**src/scsh_pkg.sv**
```systemverilog
// constants for the controller suspend hold block
// Functional notes
// After power-on or device reset pin, sequence banks, fabric, hard IP init.
// With hold enabled, suspend the controller once initialization has finished.
// Hold state lives in a self-refreshing triple redundant latch.
// While suspended, controller stays in reset and its outputs are parked.
// Active-low clear pulse from a system register resets the hold latch.
// Active-low set pulse from a system register sets the hold latch.
// Suspend-allow comes from a flash bit and qualifies the latch effect.
// Park request parks outputs; controller reset asserts only after it.
// Held indicator is a direct copy of the park request.
// Activity output is OR of bus transfer bits, low while suspended.
// Hold-disable flash bit is not readable or writable by user logic.
// Flash bit 1 disables suspend, 0 enables it.
// Suspend needs flash allow and active test-port reset; resets reawaken.
// Releasing test-port reset drops parking and lets the controller run.
// Programming-mode load pulses latch clear so normal boot follows; the code pulses it only while CTRL_RESET_N is high.
// Suspend only after init done and calibration done both asserted; the code also parks on a register set command at any stage of init.
// Latch value is majority of three copies, each rewritten every cycle.
package scsh_pkg;

	// clock
	localparam int CLK_PERIOD_PS = 4000;

	// each init phase lasts this long
	localparam int INIT_PHASE_NS = 40;
	localparam int INIT_PHASE_CYC =
		(INIT_PHASE_NS * 1000 + CLK_PERIOD_PS - 1) / CLK_PERIOD_PS;
	localparam int CNT_W = 8;

	// redundancy
	localparam int TMR_COPIES = 3;

	// controller output port width and parked value
	localparam int CTRL_OUT_W = 8;
	localparam logic [7:0] CTRL_PARK_VALUE = 8'h00;

	// register port
	localparam int ADDR_W = 8;
	localparam int DATA_W = 32;
	localparam logic [7:0] ADDR_CMD = 8'h00;
	localparam logic [7:0] ADDR_STATUS = 8'h04;
	localparam logic [7:0] ADDR_IRQ_STAT = 8'h08;
	localparam logic [7:0] ADDR_IRQ_MASK = 8'h0c;

	// command bits
	localparam int CMD_SET_BIT = 0;
	localparam int CMD_CLEAR_BIT = 1;

	// status bits
	localparam int ST_HELD_BIT = 0;
	localparam int ST_ACT_BIT = 1;
	localparam int ST_INIT_BIT = 2;
	localparam int ST_CAL_BIT = 3;
	localparam int ST_RUN_BIT = 4;
	localparam int ST_TPR_BIT = 5;

	// interrupt events
	localparam int IRQ_W = 3;
	localparam int EV_ENTER_BIT = 0;
	localparam int EV_EXIT_BIT = 1;
	localparam int EV_INIT_BIT = 2;
	localparam logic [2:0] IRQ_MASK_RESET = 3'h0;

	// init sequencer
	typedef enum logic [2:0] {
		SEQ_BANKS = 3'b000,
		SEQ_FABRIC = 3'b001,
		SEQ_HARD_IP = 3'b010,
		SEQ_WAIT_CAL = 3'b011,
		SEQ_DONE = 3'b100
	} scsh_seq_t;

endpackage

```
**src/scsh_top.sv**
```systemverilog
// controller reset generator with redundant suspend hold latch
`timescale 1ns/1ps
`default_nettype none
module scsh_top (
	// clock and reset
	input wire logic CLK_SYS,
	input wire logic RST_N,
	// device pins and flash
	input wire logic DEVICE_RESET_PIN_N,
	input wire logic TEST_PORT_RESET_N,
	input wire logic HOLD_FEATURE_OFF_BIT,
	// hard ip
	input wire logic CALIBRATION_FINISHED,
	// controller side
	input wire logic [1:0] CTRL_HTRANS,
	input wire logic [7:0] CTRL_OUT_RAW,
	input wire logic PROG_MODE_LOAD,
	// register port
	input wire logic [7:0] REG_ADDR,
	input wire logic [31:0] REG_WDATA,
	input wire logic REG_WR,
	input wire logic REG_RD,
	output logic [31:0] REG_RDATA,
	// controller control
	output logic CTRL_RESET_N,
	output logic CTRL_PARK,
	output logic [7:0] CTRL_OUT,
	// init monitor
	output logic [2:0] INIT_STAGE,
	output logic INIT_DONE,
	// fabric monitoring
	output logic CTRL_HELD_INDICATOR,
	output logic CTRL_BUS_ACTIVITY,
	// interrupt
	output logic IRQ
);

	// pin synchronisers
	// reset low, so the reset pins read as active until seen
	logic [3:0] sync1_reg;
	logic [3:0] sync2_reg;
	logic dev_rst_pin_n;
	logic test_rst_n;
	logic off_bit;
	logic cal_done;

	always_ff @(posedge CLK_SYS or negedge RST_N) begin
		if (!RST_N) begin
			sync1_reg <= 4'h0;
			sync2_reg <= 4'h0;
		end else begin
			sync1_reg <= {CALIBRATION_FINISHED, HOLD_FEATURE_OFF_BIT,
				TEST_PORT_RESET_N, DEVICE_RESET_PIN_N};
			sync2_reg <= sync1_reg;
		end
	end

	assign dev_rst_pin_n = sync2_reg[0];
	assign test_rst_n = sync2_reg[1];
	assign off_bit = sync2_reg[2];
	assign cal_done = sync2_reg[3];

	// device reset pin held low restarts the sequence
	// it clears the latch too, so each boot starts awake
	logic dev_rst_active;
	assign dev_rst_active = !dev_rst_pin_n;

	// init sequencer
	scsh_pkg::scsh_seq_t seq_reg;
	scsh_pkg::scsh_seq_t seq_next;
	logic [scsh_pkg::CNT_W-1:0] cnt_reg;
	logic [scsh_pkg::CNT_W-1:0] cnt_next;
	logic phase_end;

	localparam logic [7:0] PHASE_LAST =
		8'(scsh_pkg::INIT_PHASE_CYC - 1);

	// counter idles at zero outside timed phases
	assign phase_end = (cnt_reg == PHASE_LAST);

	// banks, fabric, hard ip
	always_comb begin
		seq_next = seq_reg;
		cnt_next = phase_end ? '0 : cnt_reg + 8'h01;
		if (dev_rst_active) begin
			seq_next = scsh_pkg::SEQ_BANKS;
			cnt_next = '0;
		end else begin
			unique case (seq_reg)
				scsh_pkg::SEQ_BANKS: begin
					if (phase_end) begin
						seq_next = scsh_pkg::SEQ_FABRIC;
					end
				end
				scsh_pkg::SEQ_FABRIC: begin
					if (phase_end) begin
						seq_next = scsh_pkg::SEQ_HARD_IP;
					end
				end
				scsh_pkg::SEQ_HARD_IP: begin
					if (phase_end) begin
						seq_next = scsh_pkg::SEQ_WAIT_CAL;
					end
				end
				scsh_pkg::SEQ_WAIT_CAL: begin
					cnt_next = '0;
					// wait for calibration too
					if (cal_done) begin
						seq_next = scsh_pkg::SEQ_DONE;
					end
				end
				scsh_pkg::SEQ_DONE: begin
					cnt_next = '0;
				end
				default: begin
					seq_next = scsh_pkg::SEQ_BANKS;
					cnt_next = '0;
				end
			endcase
		end
	end

	always_ff @(posedge CLK_SYS or negedge RST_N) begin
		if (!RST_N) begin
			seq_reg <= scsh_pkg::SEQ_BANKS;
			cnt_reg <= '0;
		end else begin
			seq_reg <= seq_next;
			cnt_reg <= cnt_next;
		end
	end

	// one-shot at init completion
	logic init_fin;
	logic auto_set;
	assign init_fin = (seq_reg == scsh_pkg::SEQ_WAIT_CAL) && cal_done &&
		!dev_rst_active;

	// flash bit 1 switches suspend off
	logic allowed;
	assign allowed = !off_bit;

	// test port reset must be active
	logic tpr_active;
	assign tpr_active = !test_rst_n;

	// fires once, only in the cycle init completes
	// auto suspend after init
	assign auto_set = init_fin && allowed && tpr_active;

	// register decode
	logic wr_cmd;
	logic wr_mask;
	logic rd_irq;
	assign wr_cmd = REG_WR && (REG_ADDR == scsh_pkg::ADDR_CMD);
	assign wr_mask = REG_WR && (REG_ADDR == scsh_pkg::ADDR_IRQ_MASK);
	assign rd_irq = REG_RD && (REG_ADDR == scsh_pkg::ADDR_IRQ_STAT);

	logic sw_set;
	logic sw_clear;
	assign sw_set = wr_cmd && REG_WDATA[scsh_pkg::CMD_SET_BIT];
	assign sw_clear = wr_cmd && REG_WDATA[scsh_pkg::CMD_CLEAR_BIT];

	// only a running controller decodes programming loads
	// programming load clears hold
	logic prog_clear;
	assign prog_clear = PROG_MODE_LOAD && CTRL_RESET_N;

	// latch strobes, active low
	logic hold_latch_set_n;
	logic hold_latch_clear_n;
	// system register set
	assign hold_latch_set_n = !((sw_set && allowed) || auto_set);
	// system register clear
	assign hold_latch_clear_n = !(sw_clear || prog_clear || dev_rst_active);

	// redundant hold latch
	logic [scsh_pkg::TMR_COPIES-1:0] copy_q;
	logic hold_vote;

	// a single upset copy is outvoted and rewritten
	// majority of three
	assign hold_vote = (copy_q[0] & copy_q[1]) | (copy_q[0] & copy_q[2]) |
		(copy_q[1] & copy_q[2]);

	genvar gi;
	generate
		for (gi = 0; gi < scsh_pkg::TMR_COPIES; gi++) begin : g_copy
			// self-refreshing copy
			scsh_tmr_cell u_cell (
				.clk(CLK_SYS),
				.rst_n(RST_N),
				.set_n(hold_latch_set_n),
				.clear_n(hold_latch_clear_n),
				.vote(hold_vote),
				.q(copy_q[gi])
			);
		end
	endgenerate

	// latch may stay set while parking is gated off
	// flash allow qualifies the latch
	// released test reset gates park off
	logic park_req;
	assign park_req = hold_vote && allowed && tpr_active;

	// park and reset ordering
	logic park_reg;
	logic park_next;
	logic rst_n_reg;
	logic rst_n_next;

	// park first, reset follows
	// on exit reset drops first, parking covers the release
	assign rst_n_next = !(park_reg && park_req);
	// outputs stay parked until reset has released
	assign park_next = park_req || (park_reg && !rst_n_reg);

	always_ff @(posedge CLK_SYS or negedge RST_N) begin
		if (!RST_N) begin
			park_reg <= 1'b0;
			rst_n_reg <= 1'b1;
		end else begin
			park_reg <= park_next;
			rst_n_reg <= rst_n_next;
		end
	end

	// parked controller outputs and activity
	logic [7:0] out_next;
	logic act_next;
	// fixed values while held
	assign out_next = park_next ? scsh_pkg::CTRL_PARK_VALUE : CTRL_OUT_RAW;
	// or of transfer bits
	assign act_next = |CTRL_HTRANS && !park_next;

	// init monitor is not kept during suspend
	logic init_done_next;
	assign init_done_next = (seq_next == scsh_pkg::SEQ_DONE) && !park_next;

	// interrupt events
	logic [scsh_pkg::IRQ_W-1:0] ev;
	logic [scsh_pkg::IRQ_W-1:0] irq_stat_reg;
	logic [scsh_pkg::IRQ_W-1:0] irq_stat_next;
	logic [scsh_pkg::IRQ_W-1:0] irq_mask_reg;
	logic [scsh_pkg::IRQ_W-1:0] irq_mask_next;

	// events from next state, aligned with the output flops
	assign ev[scsh_pkg::EV_ENTER_BIT] = park_next && !park_reg;
	assign ev[scsh_pkg::EV_EXIT_BIT] = !park_next && park_reg;
	assign ev[scsh_pkg::EV_INIT_BIT] = init_fin;

	// read clears, but a same-cycle event is kept
	assign irq_stat_next = (rd_irq ? 3'h0 : irq_stat_reg) | ev;
	assign irq_mask_next = wr_mask ? REG_WDATA[2:0] : irq_mask_reg;

	// flash bit never readable
	// status word; flash bit deliberately absent
	logic [31:0] status_word;
	always_comb begin
		status_word = 32'h0;
		// held flag mirrors park
		status_word[scsh_pkg::ST_HELD_BIT] = park_reg;
		status_word[scsh_pkg::ST_ACT_BIT] = CTRL_BUS_ACTIVITY;
		status_word[scsh_pkg::ST_INIT_BIT] = INIT_DONE;
		status_word[scsh_pkg::ST_CAL_BIT] = cal_done;
		status_word[scsh_pkg::ST_RUN_BIT] = rst_n_reg;
		status_word[scsh_pkg::ST_TPR_BIT] = tpr_active;
	end

	// read mux; unmapped and command reads give zero
	logic [31:0] rd_sel;
	assign rd_sel =
		(REG_ADDR == scsh_pkg::ADDR_STATUS) ? status_word :
		(REG_ADDR == scsh_pkg::ADDR_IRQ_STAT) ? {29'h0, irq_stat_reg} :
		(REG_ADDR == scsh_pkg::ADDR_IRQ_MASK) ? {29'h0, irq_mask_reg} :
		32'h0;

	logic [31:0] rdata_next;
	assign rdata_next = REG_RD ? rd_sel : 32'h0;

	// interrupt flops; irq from next values saves a cycle
	always_ff @(posedge CLK_SYS or negedge RST_N) begin
		if (!RST_N) begin
			irq_stat_reg <= 3'h0;
			irq_mask_reg <= scsh_pkg::IRQ_MASK_RESET;
			IRQ <= 1'b0;
		end else begin
			irq_stat_reg <= irq_stat_next;
			irq_mask_reg <= irq_mask_next;
			IRQ <= |(irq_stat_next & irq_mask_next);
		end
	end

	// read data stands one cycle, zero otherwise
	always_ff @(posedge CLK_SYS or negedge RST_N) begin
		if (!RST_N) begin
			REG_RDATA <= 32'h0;
		end else begin
			REG_RDATA <= rdata_next;
		end
	end

	// reset one cycle behind park
	always_ff @(posedge CLK_SYS or negedge RST_N) begin
		if (!RST_N) begin
			CTRL_RESET_N <= 1'b1;
			CTRL_PARK <= 1'b0;
		end else begin
			CTRL_RESET_N <= rst_n_next;
			CTRL_PARK <= park_next;
		end
	end

	// parked port values, registered against glitches
	always_ff @(posedge CLK_SYS or negedge RST_N) begin
		if (!RST_N) begin
			CTRL_OUT <= scsh_pkg::CTRL_PARK_VALUE;
			CTRL_BUS_ACTIVITY <= 1'b0;
		end else begin
			CTRL_OUT <= out_next;
			CTRL_BUS_ACTIVITY <= act_next;
		end
	end

	// copy of park
	always_ff @(posedge CLK_SYS or negedge RST_N) begin
		if (!RST_N) begin
			CTRL_HELD_INDICATOR <= 1'b0;
		end else begin
			CTRL_HELD_INDICATOR <= park_next;
		end
	end

	// init monitor flops
	always_ff @(posedge CLK_SYS or negedge RST_N) begin
		if (!RST_N) begin
			INIT_STAGE <= scsh_pkg::SEQ_BANKS;
			INIT_DONE <= 1'b0;
		end else begin
			INIT_STAGE <= seq_next;
			INIT_DONE <= init_done_next;
		end
	end

endmodule
`default_nettype wire

```
**src/scsh_tmr_cell.sv**
```systemverilog
// one self-refreshing copy of the redundant hold latch
`timescale 1ns/1ps
`default_nettype none
module scsh_tmr_cell (
	// clock and reset
	input wire logic clk,
	input wire logic rst_n,
	// latch controls, active low
	input wire logic set_n,
	input wire logic clear_n,
	// majority of all copies
	input wire logic vote,
	// stored copy
	output logic q
);
	logic q_next;

	// clear beats set, so a programming load wins whenever CTRL_RESET_N is high
	assign q_next = !clear_n ? 1'b0 : (!set_n ? 1'b1 : vote);

	always_ff @(posedge clk or negedge rst_n) begin
		if (!rst_n) begin
			q <= 1'b0;
		end else begin
			q <= q_next;
		end
	end
endmodule
`default_nettype wire

```
**config.mk**
```make
export PLATFORM = sky130hd
export DESIGN_NAME = scsh_top
export DESIGN_NICKNAME = d
export VERILOG_FILES = /design/src/scsh_pkg.sv /design/src/scsh_top.sv /design/src/scsh_tmr_cell.sv
export SDC_FILE = /design/constraint.sdc
export NUM_CORES = 1
export LEC_CHECK = 0
export ABC_AREA = 1
export BUFFER_PORTS_ARGS = -buffer_cell sky130_fd_sc_hd__buf_2
export CAP_MARGIN = 20
export CORE_MARGIN = 2
export CORE_UTILIZATION = 41
export CTS_CLUSTER_SIZE = 14
export DETAILED_ROUTE_END_ITERATION = 7
export GPL_TIMING_DRIVEN = 0
export PLACE_DENSITY = 0.79
export SLEW_MARGIN = 20
export SYNTH_ARGS = -nofsm -noshare
export SYNTH_HDL_FRONTEND = slang
export SYNTH_SLANG_ARGS = --single-unit
```
**constraint.sdc**
```tcl
create_clock -name CLK_SYS -period 1 [get_ports CLK_SYS]
set_input_delay 0.2 -clock CLK_SYS [delete_from_list [all_inputs] [get_ports CLK_SYS]]
set_output_delay 0.2 -clock CLK_SYS [all_outputs]
set_load 0.01 [all_outputs]
```
==> reports/qor.csv <==
stage;metric;value;unit
detailed_routing;met1Wirelength;1810;µm
critical_path;reg2reg_from;cnt_reg[0]$_DFF_PN0_;
synth;yosysWarningCount;0;
power_and_ir_drop;leakage;1.65;nW
placed_design;gp_congestion;0.786;
floorplan;die_x;75.9;µm
sta;relSlewSlack;36.9;%
critical_path;path_max_fanout;4;
critical_path;start_kind;flip-flop;
sta;setup_viol;34;
floorplan;io-pin-count;108;
cts;cts_tree;built;
power_and_ir_drop;power.density;1160;nW/µm²
synth;synthCells;241;
final_layout;fin_cells;415;
synth;synth-seq-area-share;53.2;%
floorplan;start_util;42.1;%
placed_design;dp.cells;388;
detailed_routing;vias;1731;
critical_path;crit_path_start;cnt_reg[0]$_DFF_PN0_;
global_routing;grt_pass1_wl;7220;µm
global_routing;antenna_found_initial;0;
cts;cts.htree.levels;2;
critical_path;required;1.19;ns
detailed_routing;drtAntennaViolNets;0;
detailed_routing;drt_wl_total;4400;µm
min_path;hold_path_class;primary input to flip-flop;
synth;synth_top_area_share;51.9;%
placed_design;place_ws;-0.209;ns
sta;min_period;1.20;ns
cts;clkSlewWorstSetupHoldPaths;0.08;ns
cts;cts-root-buf;clkbuf_8;
power_and_ir_drop;irDropWorstVdd;1.37;mV
placed_design;portBuffers;52;
sta;skew;0.00847;ns
synth;synth-seq-cells;45;
floorplan;fp.dieH;75.9;µm
synth;avgSynthCellArea;8.80;µm²
detailed_routing;dr.max_layer_used;met4;
sta;finalCritPeriodShare;120;%
synth;synth_area_leaders;dfrtp_1 52%, buf_4 9.6%, nand2_1 7.8%;
sta;setup_ws;-0.202;ns
floorplan;fp-row-count;26;
sta;fmax;832;MHz
final_layout;fin_util;60.2;%
final_layout;drive_above_1_share;49.0;%
floorplan;die_area;5760;µm²
synth;synth.cell_area;2120;µm²
global_routing;grt.total_usage;15.4;%
detailed_routing;wl_met3;243;µm
floorplan;core_area;5040;µm²
critical_path;arrival;1.39;ns
global_routing;grt_max_degree;46;
final_layout;n_antenna_cell;0;
global_routing;grt.overflow.total;0;
job;maxCapViolations;0;
sta;rsz0062_at_grt;true;
synth;synth_cell_types;26;
final_layout;area.growth.synth_to_final;43.2;%
placed_design;hpwlAfterDp;2970;µm
cts;cts.sinks;45;
sta;slew_violations;0;
detailed_routing;routed_via_density;4.17;
global_routing;grt_pass1_vias;1664;
detailed_routing;first_pass_iters;4;
run_status;status;finished with violations;
detailed_routing;drcViolationCount;0;
detailed_routing;dr.first_iter.drc_count;91;
detailed_routing;dr_wl_met2;2320;µm
detailed_routing;wl_per_cell;10.6;µm
cts;insertion_delay;0.29;ns
run_status;violations;setup timing;
critical_path;worst_setup_path_end_kind;flip-flop;
final_layout;nNetsFinal;405;
sta;finalHoldViolations;0;
min_path;hold_path_startpoint;TEST_PORT_RESET_N;
sta;worstMarginPinSlew;0.946;ns
synth;yosys.area.top_type;dfrtp_1;
cts;cts_buffers;5;
critical_path;worstSetupPathType;flip-flop to flip-flop;
cts;cts_buffer_depth;2;
worst paths after layout:
kind / end / slack (ns) / cells past startpoint
max: cnt_reg[6]$_DFF_PN0_ / -0.20 / 6
min: sync1_reg[1]$_DFF_PN0_ / 0.01 / 1
max reg2reg: cnt_reg[6]$_DFF_PN0_ / -0.20 / 6
min reg2reg: sync2_reg[2]$_DFF_PN0_ / 0.35 / 0
max in group asynchronous: sync2_reg[1]$_DFF_PN0_ / 0.36 / 1
min in group asynchronous: cnt_reg[4]$_DFF_PN0_ / 0.05 / 1
cell families after synthesis:
logic type	Yosys count	share of synthesized area [%]
simple gates	116	25.8
other cells	1	0.177
buf+inv	64	16.2
xor+xnor	1	0.413
compound gates	12	3.13
flops	45	53.2
fa+ha+maj	2	1.18
what timing repair did:
| action | 4_1_cts | 5_1_grt |
|---|---|---|
| cloned | 1 | 0 |
| setup endpoints to repair | 37 | 49 |
| endpoints found under the hold margin | 0 | 2 |
| pin swaps | 12 | 8 |
| hold buffers | 0 | 2 |
| resized for setup | 27 | 36 |
| buffers inserted | 12 | 4 |
metrics by stage:
step	setup TNS, ns	hold WS [ns]	power (mW)	area (µm²)
after detailed placement	-4.60	0.309	2.33	2570
after CTS	-3.12	0.00368	3.53	2860
after global placement	-3.85	0.308	2.32	2570
final	-3.85	0.0111	3.53	3040
after global routing	-6.10	0.00148	3.70	3040
after floorplan	-0.634	-0.0956	2.18	2220
layout by cell type (no fill, tap or decap), drive strengths merged:
master,synthesis,routed
clkinv,1,2
a21oi,5,5
o21ai,6,6
nor3b,1,1
nor2,42,42
buf,28,97
dlygate4sd3,0,2
xor2,1,1
a22oi,1,1
nor3,2,2
dfstp,1,1
conb,1,26
inv,35,35
ha,2,2
clkbuf,0,7
nand3,20,20
nand4,4,4
dfrtp,44,44
nand2,47,47
cells in the mapped netlist:
cell type   n
nor2_2      6
a21oi_1     4
conb_1      1
nand2_2     3
nand4_1     4
dfstp_2     1
nor3_2      1
nor3b_1     1
nor2_1     33
nand2_1    44
clkinv_1    1
ha_1        2
dfrtp_1    44
buf_4      27
a21oi_2     1
nor2_4      3
nor3_1      1
inv_2      10
inv_1      25
o21ai_0     1
buf_2       1
a22oi_1     1
o21ai_1     5
xor2_1      1
nand3_2     4
nand3_1    16
critical path, stage by stage (launching register included):
cell     delay, ns
dfrtp_1       0.41
ha_2          0.21
nand2_2       0.06
nor3_2        0.13
nand2_1       0.09
xor2_1        0.14
nor2_1        0.06
cell type report:
type	count	area [µm²]
fill	412	2010
sequential	45	1130
clock inverter	1	5.00
tap	70	87.6
clock buffer	7	96.3
timing repair buffer	71	472
inverter	36	143
buffer	28	218
multi-input combinational	157	888
routing by layer:
metal  track usage (%)  vias up
met5                 0        -
met4              4.36        0
met3              4.05        4
met2              27.7       47
met1              18.2      787
li1                  -      893
where the power goes:
part	leakage, nW	internal (mW)	switching (mW)
Combinational	1.03	0.189	0.229
Clock	0.0542	0.624	0.567
Sequential	0.567	1.88	0.0356
(Power assumes the default switching activity.)
